--- config.mk ---
export PLATFORM = sky130hd
export DESIGN_NAME = fpm_menu
export DESIGN_NICKNAME = d
export VERILOG_FILES = /design/src/fpm_pkg.sv /design/src/fpm_debounce.sv /design/src/fpm_menu.sv
export SDC_FILE = /design/constraint.sdc
export NUM_CORES = 1
export LEC_CHECK = 0
export BUFFER_PORTS_ARGS = -buffer_cell sky130_fd_sc_hd__buf_2
export CORE_UTILIZATION = 55
export CTS_CLUSTER_SIZE = 25
export DETAILED_ROUTE_END_ITERATION = 16
export PLACE_DENSITY = 0.85
export SYNTH_ARGS = -nofsm -noshare
export SYNTH_HDL_FRONTEND = slang
export SYNTH_SLANG_ARGS = --single-unit
--- constraint.sdc ---
create_clock -name clk_i -period 10.6 [get_ports clk_i]
set_clock_uncertainty 0.05 [all_clocks]
set_input_delay 1.59 -clock clk_i [delete_from_list [all_inputs] [get_ports clk_i]]
set_output_delay 1.59 -clock clk_i [all_outputs]
set_load 0.005 [all_outputs]
--- src/fpm_pkg.sv ---
// package of constants and types for the front panel menu controller
package fpm_pkg;
  localparam int CLK_HZ = 100_000_000;
  localparam int TIMEOUT_S = 12;
  localparam int DEBOUNCE_US = 10_000;
  localparam int DEBOUNCE_CYC = DEBOUNCE_US * (CLK_HZ / 1_000_000);
  localparam longint TIMEOUT_CYC = longint'(TIMEOUT_S) * longint'(CLK_HZ);
  localparam int FREQ_W = 23;
  localparam logic [22:0] FREQ_MIN = 23'h1E_8480;
  localparam logic [22:0] FREQ_MAX = 23'h26_25A0;
  localparam logic [22:0] FREQ_RST = 23'h1E_8480;
  localparam logic [5:0] LEVEL_MIN = 6'h0A;
  localparam logic [5:0] LEVEL_MAX = 6'h28;
  localparam logic [5:0] LEVEL_RST = 6'h14;
  localparam logic signed [11:0] GAIN_MIN = -12'sh064;
  localparam logic signed [11:0] GAIN_MAX = 12'sh12C;
  localparam logic signed [11:0] GAIN_RST = 12'sh000;
  localparam logic signed [11:0] OUT_MAX = 12'sh000;
  localparam logic signed [11:0] OUT_MIN = -12'sh0C8;
  localparam logic [2:0] ITEM_FREQ = 3'h0;
  localparam logic [2:0] ITEM_LEVEL = 3'h1;
  localparam logic [2:0] ITEM_GAIN = 3'h2;
  localparam logic [2:0] ITEM_MUTE = 3'h3;
  localparam logic [2:0] ITEM_REMOTE = 3'h4;
  localparam logic [2:0] ITEM_LAST = 3'h4;
  localparam logic [2:0] CUR_RET = 3'h7;
  typedef enum logic [4:0] {
    ST_NORMAL = 5'b0_0001,
    ST_EDIT = 5'b0_0010,
    ST_PROMPT = 5'b0_0100,
    ST_DONE = 5'b0_1000,
    ST_SAVE = 5'b1_0000
  } fpm_state_type;
endpackage

--- src/fpm_debounce.sv ---
// one switch: three-flop synchroniser, debounce filter, one pulse per press
`timescale 1ns/10ps
module fpm_debounce #(
  parameter int CYC = fpm_pkg::DEBOUNCE_CYC
) (
  input wire logic clk_i,
  input wire logic srst_i,
  input wire logic sw_i,
  output logic press_o
);
  typedef struct packed {
    logic [2:0] sync;
    logic stable;
    logic [23:0] cnt;
    logic press;
  } fpm_deb_type;
  fpm_deb_type st_ff;
  fpm_deb_type nxt_st;
  always_comb
  begin
    nxt_st = st_ff;
    nxt_st.sync = {st_ff.sync[1:0], sw_i};
    nxt_st.press = 1'b0;
    // change counts only once flops two and three agree
    if (st_ff.sync[2] != st_ff.sync[1] || st_ff.sync[2] == st_ff.stable)
      nxt_st.cnt = '0;
    else if (st_ff.cnt >= 24'(CYC - 1))
    begin
      nxt_st.cnt = '0;
      nxt_st.stable = st_ff.sync[2];
      nxt_st.press = st_ff.sync[2];
    end
    else
      nxt_st.cnt = st_ff.cnt + 24'h00_0001;
  end
  always_ff @(posedge clk_i)
  begin
    if (srst_i)
      st_ff <= '0;
    else
      st_ff <= nxt_st;
  end
  assign press_o = st_ff.press;
  chk_single_press: assert property (@(posedge clk_i) disable iff (srst_i)
    press_o |=> !press_o)
    else $error("press pulse longer than one cycle");
endmodule

--- src/fpm_menu.sv ---
// front panel menu controller: edit session, save prompt, indicators
`timescale 1ns/10ps
module fpm_menu #(
  parameter longint TIMEOUT_CYC = fpm_pkg::TIMEOUT_CYC,
  parameter int DEB_CYC = fpm_pkg::DEBOUNCE_CYC
) (
  input wire logic clk_i,
  input wire logic srst_i,
  input wire logic sw_select_i,
  input wire logic sw_left_i,
  input wire logic sw_right_i,
  input wire logic sw_up_i,
  input wire logic sw_down_i,
  input wire logic pll_unlock_i,
  input wire logic [22:0] nv_freq_i,
  input wire logic [5:0] nv_level_i,
  input wire logic [11:0] nv_gain_i,
  input wire logic nv_mute_i,
  input wire logic nv_remote_i,
  output logic [22:0] synth_freq_o,
  output logic [5:0] input_level_item_o,
  output logic [11:0] gain_o,
  output logic tx_mute_o,
  output logic nv_write_o,
  output logic [22:0] nv_freq_o,
  output logic [5:0] nv_level_o,
  output logic [11:0] nv_gain_o,
  output logic nv_mute_o,
  output logic nv_remote_o,
  output logic [2:0] item_o,
  output logic [2:0] cursor_o,
  output logic prompt_yes_o,
  output logic in_session_o,
  output logic led_alarm_o,
  output logic led_mute_o,
  output logic led_remote_o
);
  logic p_sel;
  logic p_left;
  logic p_right;
  logic p_up;
  logic p_down;
  logic [4:0] sw_raw;
  logic [4:0] sw_press;
  assign sw_raw = {sw_down_i, sw_up_i, sw_right_i, sw_left_i, sw_select_i};
  genvar gi;
  generate
    for (gi = 0; gi < 5; gi++)
    begin : g_sw
      fpm_debounce #(.CYC(DEB_CYC)) u_deb (
        .clk_i(clk_i),
        .srst_i(srst_i),
        .sw_i(sw_raw[gi]),
        .press_o(sw_press[gi])
      );
    end
  endgenerate
  assign p_sel = sw_press[0];
  assign p_left = sw_press[1];
  assign p_right = sw_press[2];
  assign p_up = sw_press[3];
  assign p_down = sw_press[4];
  typedef struct packed {
    fpm_pkg::fpm_state_type state;
    logic loaded;
    logic [2:0] item;
    logic [2:0] cursor;
    logic yes;
    logic [39:0] idle;
    logic [22:0] freq_live;
    logic [22:0] freq_edit;
    logic [5:0] level;
    logic [11:0] gain;
    logic mute;
    logic remote;
    logic freq_mute;
    logic [22:0] s_freq;
    logic [5:0] s_level;
    logic [11:0] s_gain;
    logic s_mute;
    logic s_remote;
    logic nv_write;
    logic alarm;
    logic mute_out;
    logic session;
  } fpm_menu_type;
  fpm_menu_type st_ff;
  fpm_menu_type nxt_st;
  // frequency digit weights in kHz, cursor 0 is least significant
  function automatic logic [22:0] freq_step(input logic [2:0] c);
    case (c)
      3'h0: freq_step = 23'h00_0001;
      3'h1: freq_step = 23'h00_000A;
      3'h2: freq_step = 23'h00_0064;
      3'h3: freq_step = 23'h00_03E8;
      3'h4: freq_step = 23'h00_2710;
      3'h5: freq_step = 23'h01_86A0;
      default: freq_step = 23'h00_0001;
    endcase
  endfunction
  // gain in tenths of dB: 0.1, 1, 10 dB digits
  function automatic logic signed [11:0] gain_step(input logic [2:0] c);
    case (c)
      3'h0: gain_step = 12'sd1;
      3'h1: gain_step = 12'sd10;
      3'h2: gain_step = 12'sd100;
      default: gain_step = 12'sd1;
    endcase
  endfunction
  function automatic logic [2:0] cur_max(input logic [2:0] it);
    case (it)
      fpm_pkg::ITEM_FREQ: cur_max = 3'h5;
      fpm_pkg::ITEM_GAIN: cur_max = 3'h2;
      default: cur_max = 3'h0;
    endcase
  endfunction
  logic any_press;
  logic signed [11:0] g_try;
  logic signed [12:0] out_try;
  logic [22:0] f_try;
  always_comb
  begin
    any_press = |sw_press;
    nxt_st = st_ff;
    nxt_st.nv_write = 1'b0;
    nxt_st.alarm = pll_unlock_i;
    g_try = $signed(st_ff.gain);
    f_try = st_ff.freq_edit;
    out_try = '0;
    if (!st_ff.loaded)
    begin
      // power-up reload of the non-volatile copy
      nxt_st.loaded = 1'b1;
      nxt_st.freq_live = nv_freq_i;
      nxt_st.freq_edit = nv_freq_i;
      nxt_st.level = nv_level_i;
      nxt_st.gain = nv_gain_i;
      nxt_st.mute = nv_mute_i;
      nxt_st.remote = nv_remote_i;
      nxt_st.s_freq = nv_freq_i;
      nxt_st.s_level = nv_level_i;
      nxt_st.s_gain = nv_gain_i;
      nxt_st.s_mute = nv_mute_i;
      nxt_st.s_remote = nv_remote_i;
    end
    else
    begin
      if (st_ff.state == fpm_pkg::ST_EDIT || st_ff.state == fpm_pkg::ST_PROMPT)
        nxt_st.idle = any_press ? '0 : st_ff.idle + 40'h00_0000_0001;
      else
        nxt_st.idle = '0;
      case (st_ff.state)
        fpm_pkg::ST_NORMAL:
        begin
          if (p_sel)
          begin
            nxt_st.state = fpm_pkg::ST_EDIT;
            nxt_st.item = fpm_pkg::ITEM_FREQ;
            nxt_st.cursor = '0;
            nxt_st.s_freq = st_ff.freq_live;
            nxt_st.s_level = st_ff.level;
            nxt_st.s_gain = st_ff.gain;
            nxt_st.s_mute = st_ff.mute;
            nxt_st.s_remote = st_ff.remote;
            nxt_st.freq_edit = st_ff.freq_live;
          end
        end
        fpm_pkg::ST_EDIT:
        begin
          if (p_right)
            nxt_st.cursor = (st_ff.cursor == fpm_pkg::CUR_RET) ? 3'h0 :
              (st_ff.cursor == 3'h0) ? fpm_pkg::CUR_RET : st_ff.cursor - 3'h1;
          else if (p_left)
            nxt_st.cursor = (st_ff.cursor == fpm_pkg::CUR_RET) ? cur_max(st_ff.item) :
              (st_ff.cursor == cur_max(st_ff.item)) ? fpm_pkg::CUR_RET :
              st_ff.cursor + 3'h1;
          else if (p_sel)
          begin
            if (st_ff.cursor == fpm_pkg::CUR_RET || st_ff.item == fpm_pkg::ITEM_LAST)
            begin
              nxt_st.state = fpm_pkg::ST_PROMPT;
              nxt_st.yes = 1'b1;
            end
            else
            begin
              nxt_st.item = st_ff.item + 3'h1;
              nxt_st.cursor = '0;
            end
          end
          else if ((p_up || p_down) && st_ff.cursor != fpm_pkg::CUR_RET)
          begin
            case (st_ff.item)
              fpm_pkg::ITEM_FREQ:
              begin
                f_try = p_up ? st_ff.freq_edit + freq_step(st_ff.cursor) :
                  st_ff.freq_edit - freq_step(st_ff.cursor);
                if (f_try >= fpm_pkg::FREQ_MIN && f_try <= fpm_pkg::FREQ_MAX &&
                    !(p_down && freq_step(st_ff.cursor) > st_ff.freq_edit))
                begin
                  nxt_st.freq_edit = f_try;
                  nxt_st.freq_mute = 1'b1;
                end
              end
              fpm_pkg::ITEM_LEVEL:
              begin
                // stored as attenuation magnitude; up means less attenuation
                if (p_up && st_ff.level > fpm_pkg::LEVEL_MIN)
                  nxt_st.level = st_ff.level - 6'h01;
                else if (p_down && st_ff.level < fpm_pkg::LEVEL_MAX)
                  nxt_st.level = st_ff.level + 6'h01;
              end
              fpm_pkg::ITEM_GAIN:
              begin
                g_try = p_up ? $signed(st_ff.gain) + gain_step(st_ff.cursor) :
                  $signed(st_ff.gain) - gain_step(st_ff.cursor);
                out_try = 13'(g_try) - 13'($signed({1'b0, st_ff.level}) * 13'sd10);
                if (g_try >= fpm_pkg::GAIN_MIN && g_try <= fpm_pkg::GAIN_MAX &&
                    out_try <= 13'(fpm_pkg::OUT_MAX) && out_try >= 13'(fpm_pkg::OUT_MIN))
                  nxt_st.gain = g_try;
              end
              fpm_pkg::ITEM_MUTE: nxt_st.mute = !st_ff.mute;
              fpm_pkg::ITEM_REMOTE: nxt_st.remote = !st_ff.remote;
              default: nxt_st.item = st_ff.item;
            endcase
          end
        end
        fpm_pkg::ST_PROMPT:
        begin
          if (p_up || p_down || p_left || p_right)
            nxt_st.yes = !st_ff.yes;
          else if (p_sel)
          begin
            nxt_st.state = fpm_pkg::ST_DONE;
            nxt_st.freq_mute = 1'b0;
            if (st_ff.yes)
            begin
              nxt_st.freq_live = st_ff.freq_edit;
              nxt_st.nv_write = 1'b1;
            end
            else
            begin
              nxt_st.freq_edit = st_ff.s_freq;
              nxt_st.level = st_ff.s_level;
              nxt_st.gain = st_ff.s_gain;
              nxt_st.mute = st_ff.s_mute;
              nxt_st.remote = st_ff.s_remote;
            end
          end
        end
        fpm_pkg::ST_DONE:
        begin
          if (p_sel)
            nxt_st.state = fpm_pkg::ST_NORMAL;
        end
        default: nxt_st.state = fpm_pkg::ST_NORMAL;
      endcase
      // abandon only before the final confirm press
      if ((st_ff.state == fpm_pkg::ST_EDIT || st_ff.state == fpm_pkg::ST_PROMPT) &&
          !any_press && st_ff.idle >= 40'(TIMEOUT_CYC - 1))
      begin
        nxt_st.state = fpm_pkg::ST_NORMAL;
        nxt_st.freq_mute = 1'b0;
        nxt_st.freq_edit = st_ff.s_freq;
        nxt_st.level = st_ff.s_level;
        nxt_st.gain = st_ff.s_gain;
        nxt_st.mute = st_ff.s_mute;
        nxt_st.remote = st_ff.s_remote;
      end
    end
    // derived from the next state so the outputs leave a flop with no lag
    nxt_st.mute_out = nxt_st.mute | nxt_st.freq_mute;
    nxt_st.session = (nxt_st.state != fpm_pkg::ST_NORMAL);
  end
  always_ff @(posedge clk_i)
  begin
    if (srst_i)
    begin
      st_ff <= '0;
      st_ff.state <= fpm_pkg::ST_NORMAL;
      st_ff.freq_live <= fpm_pkg::FREQ_RST;
      st_ff.freq_edit <= fpm_pkg::FREQ_RST;
      st_ff.level <= fpm_pkg::LEVEL_RST;
      st_ff.gain <= fpm_pkg::GAIN_RST;
      st_ff.yes <= 1'b1;
    end
    else
      st_ff <= nxt_st;
  end
  // flops below feed outputs directly; st_ff fields are flops too
  assign synth_freq_o = st_ff.freq_live;
  assign input_level_item_o = st_ff.level;
  assign gain_o = st_ff.gain;
  assign tx_mute_o = st_ff.mute_out;
  assign nv_write_o = st_ff.nv_write;
  assign nv_freq_o = st_ff.freq_live;
  assign nv_level_o = st_ff.level;
  assign nv_gain_o = st_ff.gain;
  assign nv_mute_o = st_ff.mute;
  assign nv_remote_o = st_ff.remote;
  assign item_o = st_ff.item;
  assign cursor_o = st_ff.cursor;
  assign prompt_yes_o = st_ff.yes;
  assign in_session_o = st_ff.session;
  assign led_alarm_o = st_ff.alarm;
  assign led_mute_o = st_ff.mute_out;
  assign led_remote_o = st_ff.remote;
  chk_start_on_sel: assert property (@(posedge clk_i) disable iff (srst_i)
    st_ff.state == fpm_pkg::ST_NORMAL && !p_sel |=> st_ff.state == fpm_pkg::ST_NORMAL)
    else $error("session opened without select");
  chk_freq_held: assert property (@(posedge clk_i) disable iff (srst_i)
    st_ff.loaded && !(st_ff.state == fpm_pkg::ST_PROMPT && p_sel && st_ff.yes)
    |=> $stable(synth_freq_o))
    else $error("frequency applied without yes");
  chk_freq_mute: assert property (@(posedge clk_i) disable iff (srst_i)
    st_ff.state == fpm_pkg::ST_EDIT && st_ff.loaded && $changed(st_ff.freq_edit)
    |-> tx_mute_o)
    else $error("carrier not muted on frequency edit");
  chk_level_range: assert property (@(posedge clk_i) disable iff (srst_i)
    st_ff.loaded && st_ff.state == fpm_pkg::ST_EDIT |->
    st_ff.level >= fpm_pkg::LEVEL_MIN && st_ff.level <= fpm_pkg::LEVEL_MAX)
    else $error("input level out of range");
  chk_level_step: assert property (@(posedge clk_i) disable iff (srst_i)
    st_ff.state == fpm_pkg::ST_EDIT && $past(st_ff.state) == fpm_pkg::ST_EDIT &&
    $changed(st_ff.level) |->
    (st_ff.level == $past(st_ff.level) + 6'h01 || st_ff.level == $past(st_ff.level) - 6'h01))
    else $error("input level step not one dB");
  chk_mute_toggle: assert property (@(posedge clk_i) disable iff (srst_i)
    st_ff.state == fpm_pkg::ST_EDIT && st_ff.item == fpm_pkg::ITEM_MUTE &&
    st_ff.cursor != fpm_pkg::CUR_RET && p_down && !p_sel && !p_left && !p_right
    |=> st_ff.mute != $past(st_ff.mute))
    else $error("mute did not toggle");
  chk_no_revert: assert property (@(posedge clk_i) disable iff (srst_i)
    st_ff.state == fpm_pkg::ST_PROMPT && p_sel && !st_ff.yes &&
    !(p_up || p_down || p_left || p_right)
    |=> st_ff.gain == $past(st_ff.s_gain) && st_ff.level == $past(st_ff.s_level))
    else $error("no answer did not restore settings");
  chk_done_return: assert property (@(posedge clk_i) disable iff (srst_i)
    st_ff.state == fpm_pkg::ST_DONE && p_sel |=> st_ff.state == fpm_pkg::ST_NORMAL)
    else $error("select after prompt did not return");
  chk_alarm_follow: assert property (@(posedge clk_i) disable iff (srst_i)
    pll_unlock_i |=> led_alarm_o)
    else $error("alarm not raised on unlock");
endmodule

==> run_results.csv <==
group,metric,value,unit
outcome,status,"completed",
critical_path,cp_max_fo,24,
layout,areaGrowthSynthToFinish,8.334,%
sta,max_slew_margin,0.2819,
placement,gp_congestion,0.9866,
critical_path,r2r_end,"gain_o[10]",
yosys,synth.distinct_cells,84,
critical_path,cp-startpoint,"cursor_o[1]",
power_and_ir_drop,total_power,2854,uW
power_and_ir_drop,p_per_area,148.5,nW/um^2
critical_path,cpPeakStageDelay,0.59,ns
power_and_ir_drop,pwr-share-comb,0.127,
yosys,synth_top_cell_by_area,"dfxtp_1",
cts,clock_latency,0.53,ns
sta,max_freq,167.4,MHz
global_route,grt_max_degree,72,
cts,cts_tree,"yes",
global_route,antenna_found_initial,0,
sta,worst_pin_slew,1.077,ns
drt,first_pass_iters,6,
power_and_ir_drop,p_leak,0.007686,uW
cts,cts_buffers,35,
yosys,synth_area_leaders,"dfxtp_1 35%, nand2_1 6.7%, nor2_1 6.1%",
placement,port_buffers,147,
job,cap_viol_max_count,0,
critical_path,crit_top_cell,"ha_1",
sta,min_period,5.974,ns
layout,antennaDiodeCount,0,
critical_path,r2r_start,"cursor_o[1]",
die,start_util,0.5609,
sta,worst_slack,4.626,ns
power_and_ir_drop,p_clk_frac,0.434,
die,die_height,181.6,um
sta,slew_viol_final,0,
drt,ant_nets,0,
power_and_ir_drop,power_switching_share,0.2641,
cts,ctsHoldBuffers,0,
critical_path,cp-start-kind,"flop",
drt,drc,0,
layout,fillerInstances,2691,
critical_path,cp.arrival,6.38,ns
layout,drive_above_1_share,0.1123,
critical_path,crit_path_end_kind,"flop",
die,num_rows,65,
power_and_ir_drop,p_int,2100,uW
die,pin_count,148,
global_route,grt_overflow,0,
drt,drt_wl_total,44.47,mm
yosys,netlist.area_leader.share,0.3520,
cts,cts_sinks,312,
sta,fin_crit_sh,0.5636,
yosys,avgSynthCellArea,7.911,um^2
drt,wl_per_cell,16.53,um
yosys,netlist_area,17740,um^2
global_route,grt_pass1_wl,72.80,mm
global_route,grt_util_all_layers,0.2642,
critical_path,cp_slowest_cell,"a2111oi_1",
cts,cts_setup_buffers,0,
min_path,worst_hold_path_type,"flop to flop",
sta,grt_setup_unrepaired,"no",
yosys,ys_warn_count,0,
drt,vias,15900,
critical_path,crit_chain,"inv_1, ha_1, nand2_1, inv_1, nor2_1, ha_1, fa_1, a21o_1, a21oi_1, o21bai_1, a2111oi_1, nor2_1, xor2_1, ha_1, o41ai_1, xnor2_1, or4_1, a221o_1, o22ai_1, a22oi_1, buf_4, or3_1, a21oi_1",
die,die_w,181.6,um
yosys,synth_top_flop_cell,"dfxtp_1",
placement,post-dp-hpwl,30.86,mm
drt,via_per_inst,5.910,
cts,clk_pin_slew,0.07,ns
yosys,synth_cells,2243,
power_and_ir_drop,p_seq_frac,0.438,
die,core_area,31640,um^2
yosys,ys_seq_elements,312,
critical_path,crit_path_end,"gain_o[10]",
critical_path,reg2regPathDepth,23,
critical_path,r2r_setup_slack,4.63,ns
cts,root_buffer,"clkbuf_16",
critical_path,worstSetupPathType,"flop to flop",
sta,setup_viol,0,
yosys,synth_edf_count,0,
sta,hold_slack,0.3933,ns
layout,nets,2398,
power_and_ir_drop,vdd_drop_max,0.1827,mV
global_route,grt_pass1_vias,14990,
cts,htreeDepth,2,
drt,first_iter_violations,1185,
sta,finalSetupTns,0,ns
power_and_ir_drop,p_sw,753.8,uW
placement,pre_cts_slack,4.684,ns
sta,final_hold_viol_count,0,
cts,cts_resized,0,
die,dieArea,32990,um^2
yosys,ys_seq_area_frac,0.3520,
yosys,async_reset_ff_frac,0,
critical_path,crit_required,11.00,ns
cts,ctsLongestPathBuffers,3,
## cell type report
type	instances	area [um^2]	area share
sequential	312	6250	0.3251
inverter	77	289.0	0.01504
clock buffer	48	994.7	0.05174
timing repair buffer	160	835.8	0.04348
multi-input combinational	1677	10170	0.5289
tap	402	503.0	0.02617
clock inverter	14	183.9	0.009568
## per-layer routing
| metal | share of wire | wire length (um) | GRT usage | up-vias |
|---|---|---|---|---|
| met5 | 0 | 0 | 0 | - |
| met3 | 0.072 | 3219 | 0.04352 | 94 |
| met2 | 0.47 | 21050 | 0.4543 | 594 |
| met1 | 0.43 | 19050 | 0.3361 | 7488 |
| li1 | - | - | - | 7723 |
| met4 | 0.026 | 1154 | 0.08576 | 0 |
## worst min-delay path by stage
stage	from	end	slack [ns]	depth (start not counted)
finish	g_sw[2].u_deb.nxt_st[27]	g_sw[2].u_deb.nxt_st[28]	0.39	1
global route	g_sw[4].u_deb.nxt_st[27]	g_sw[4].u_deb.nxt_st[28]	0.41	1
detailed placement	g_sw[2].u_deb.nxt_st[27]	g_sw[2].u_deb.nxt_st[28]	0.38	1
global placement	g_sw[0].u_deb.nxt_st[27]	g_sw[0].u_deb.nxt_st[28]	0.37	1
CTS	g_sw[2].u_deb.nxt_st[27]	g_sw[2].u_deb.nxt_st[28]	0.39	1
floorplan	g_sw[0].u_deb.nxt_st[27]	g_sw[0].u_deb.nxt_st[28]	0.36	1
## power groups by stage
| stage | Clock [uW] | Combinational, uW | Sequential (uW) |
|---|---|---|---|
| 2_1_floorplan | 0 | 298 | 1260 |
| 3_3_place_gp | 0 | 344 | 1270 |
| 3_5_place_dp | 0 | 354 | 1270 |
| 4_1_cts | 1260 | 357 | 1250 |
| 5_1_grt | 1310 | 397 | 1250 |
| 6_report | 1240 | 364 | 1250 |
## registers in the layout (all words and copies together), names as in the netlist
signal and count:
g_sw.u_deb.st_ff 130, st_ff 113, nv_freq_o 23, gain_o 12, g_sw.u_deb.nxt_st 10, input_level_item_o 6, g_sw.u_deb.press_o 5, cursor_o 3
item_o 3, in_session_o 1, led_alarm_o 1, led_mute_o 1, led_remote_o 1, nv_mute_o 1, nv_write_o 1, prompt_yes_o 1
## cells in the final DEF, fill, tap and decap left out, types with 7 or more instances in the layout
cell / count
nand2_1: 315
dfxtp_1: 311
nor2_1: 288
buf_2: 146
a21oi_1: 121
xor2_1: 95
o21ai_0: 89
ha_1: 78
inv_1: 75
xnor2_1: 70
nand3_1: 60
a31oi_1: 52
nor3_1: 45
and3_1: 45
nor2b_1: 35
clkbuf_16: 35
nand4_1: 31
a311oi_1: 27
or3_1: 26
a21o_1: 20
nor4_1: 20
mux2i_1: 20
conb_1: 20
o211ai_1: 17
a221oi_1: 15
buf_4: 14
and2_1: 13
nand2b_1: 12
a31o_2: 12
and4_1: 9
a211oi_1: 8
o41ai_1: 7
o2111ai_1: 7
nand3b_1: 7
mux2_4: 7
clkbuf_8: 7
## per-stage QoR
step,cells,instance area (um^2),util
3_3_place_gp,2628,18040,0.5704
3_5_place_dp,2628,18040,0.5704
6_report,2690,19220,0.6076
5_1_grt,2690,19220,0.6076
2_1_floorplan,2262,17820,-
4_1_cts,2690,19220,0.6076
## logic make-up after synthesis
logic type               count (synthesis)  synth area share
AO/OA/AOI/OAI                          446            0.1663
XOR/XNOR                               165           0.08144
adder cells (fa/ha/maj)                 85           0.06233
buffers and inverters                  273           0.07911
flip-flops                             312            0.3520
multiplexers                            28           0.01784
other                                    1         0.0002113
AND/OR/NAND/NOR                        933            0.2407
## Yosys cell counts (all sizes together), types with 31 or more instances
library cell    n
o21ai          95
nor2b          35
clkbuf         85
a21oi         123
and3           45
nor2          288
dfxtp         312
nand3          60
nor3           45
xor2           95
xnor2          70
buf           111
ha             78
inv            76
nand2         315
a31oi          53
nand4          31
## critical path, delay by kind of cell (launching register included)
kind                     cells  cell delay (ns)
AO/OA/AOI/OAI                9             2.24
XOR/XNOR                     2             0.34
flip-flops                   1             0.37
AND/OR/NAND/NOR              5             1.18
buffers and inverters        3             0.62
adder cells (fa/ha/maj)      4             1.11
(Power assumes the default switching activity.)
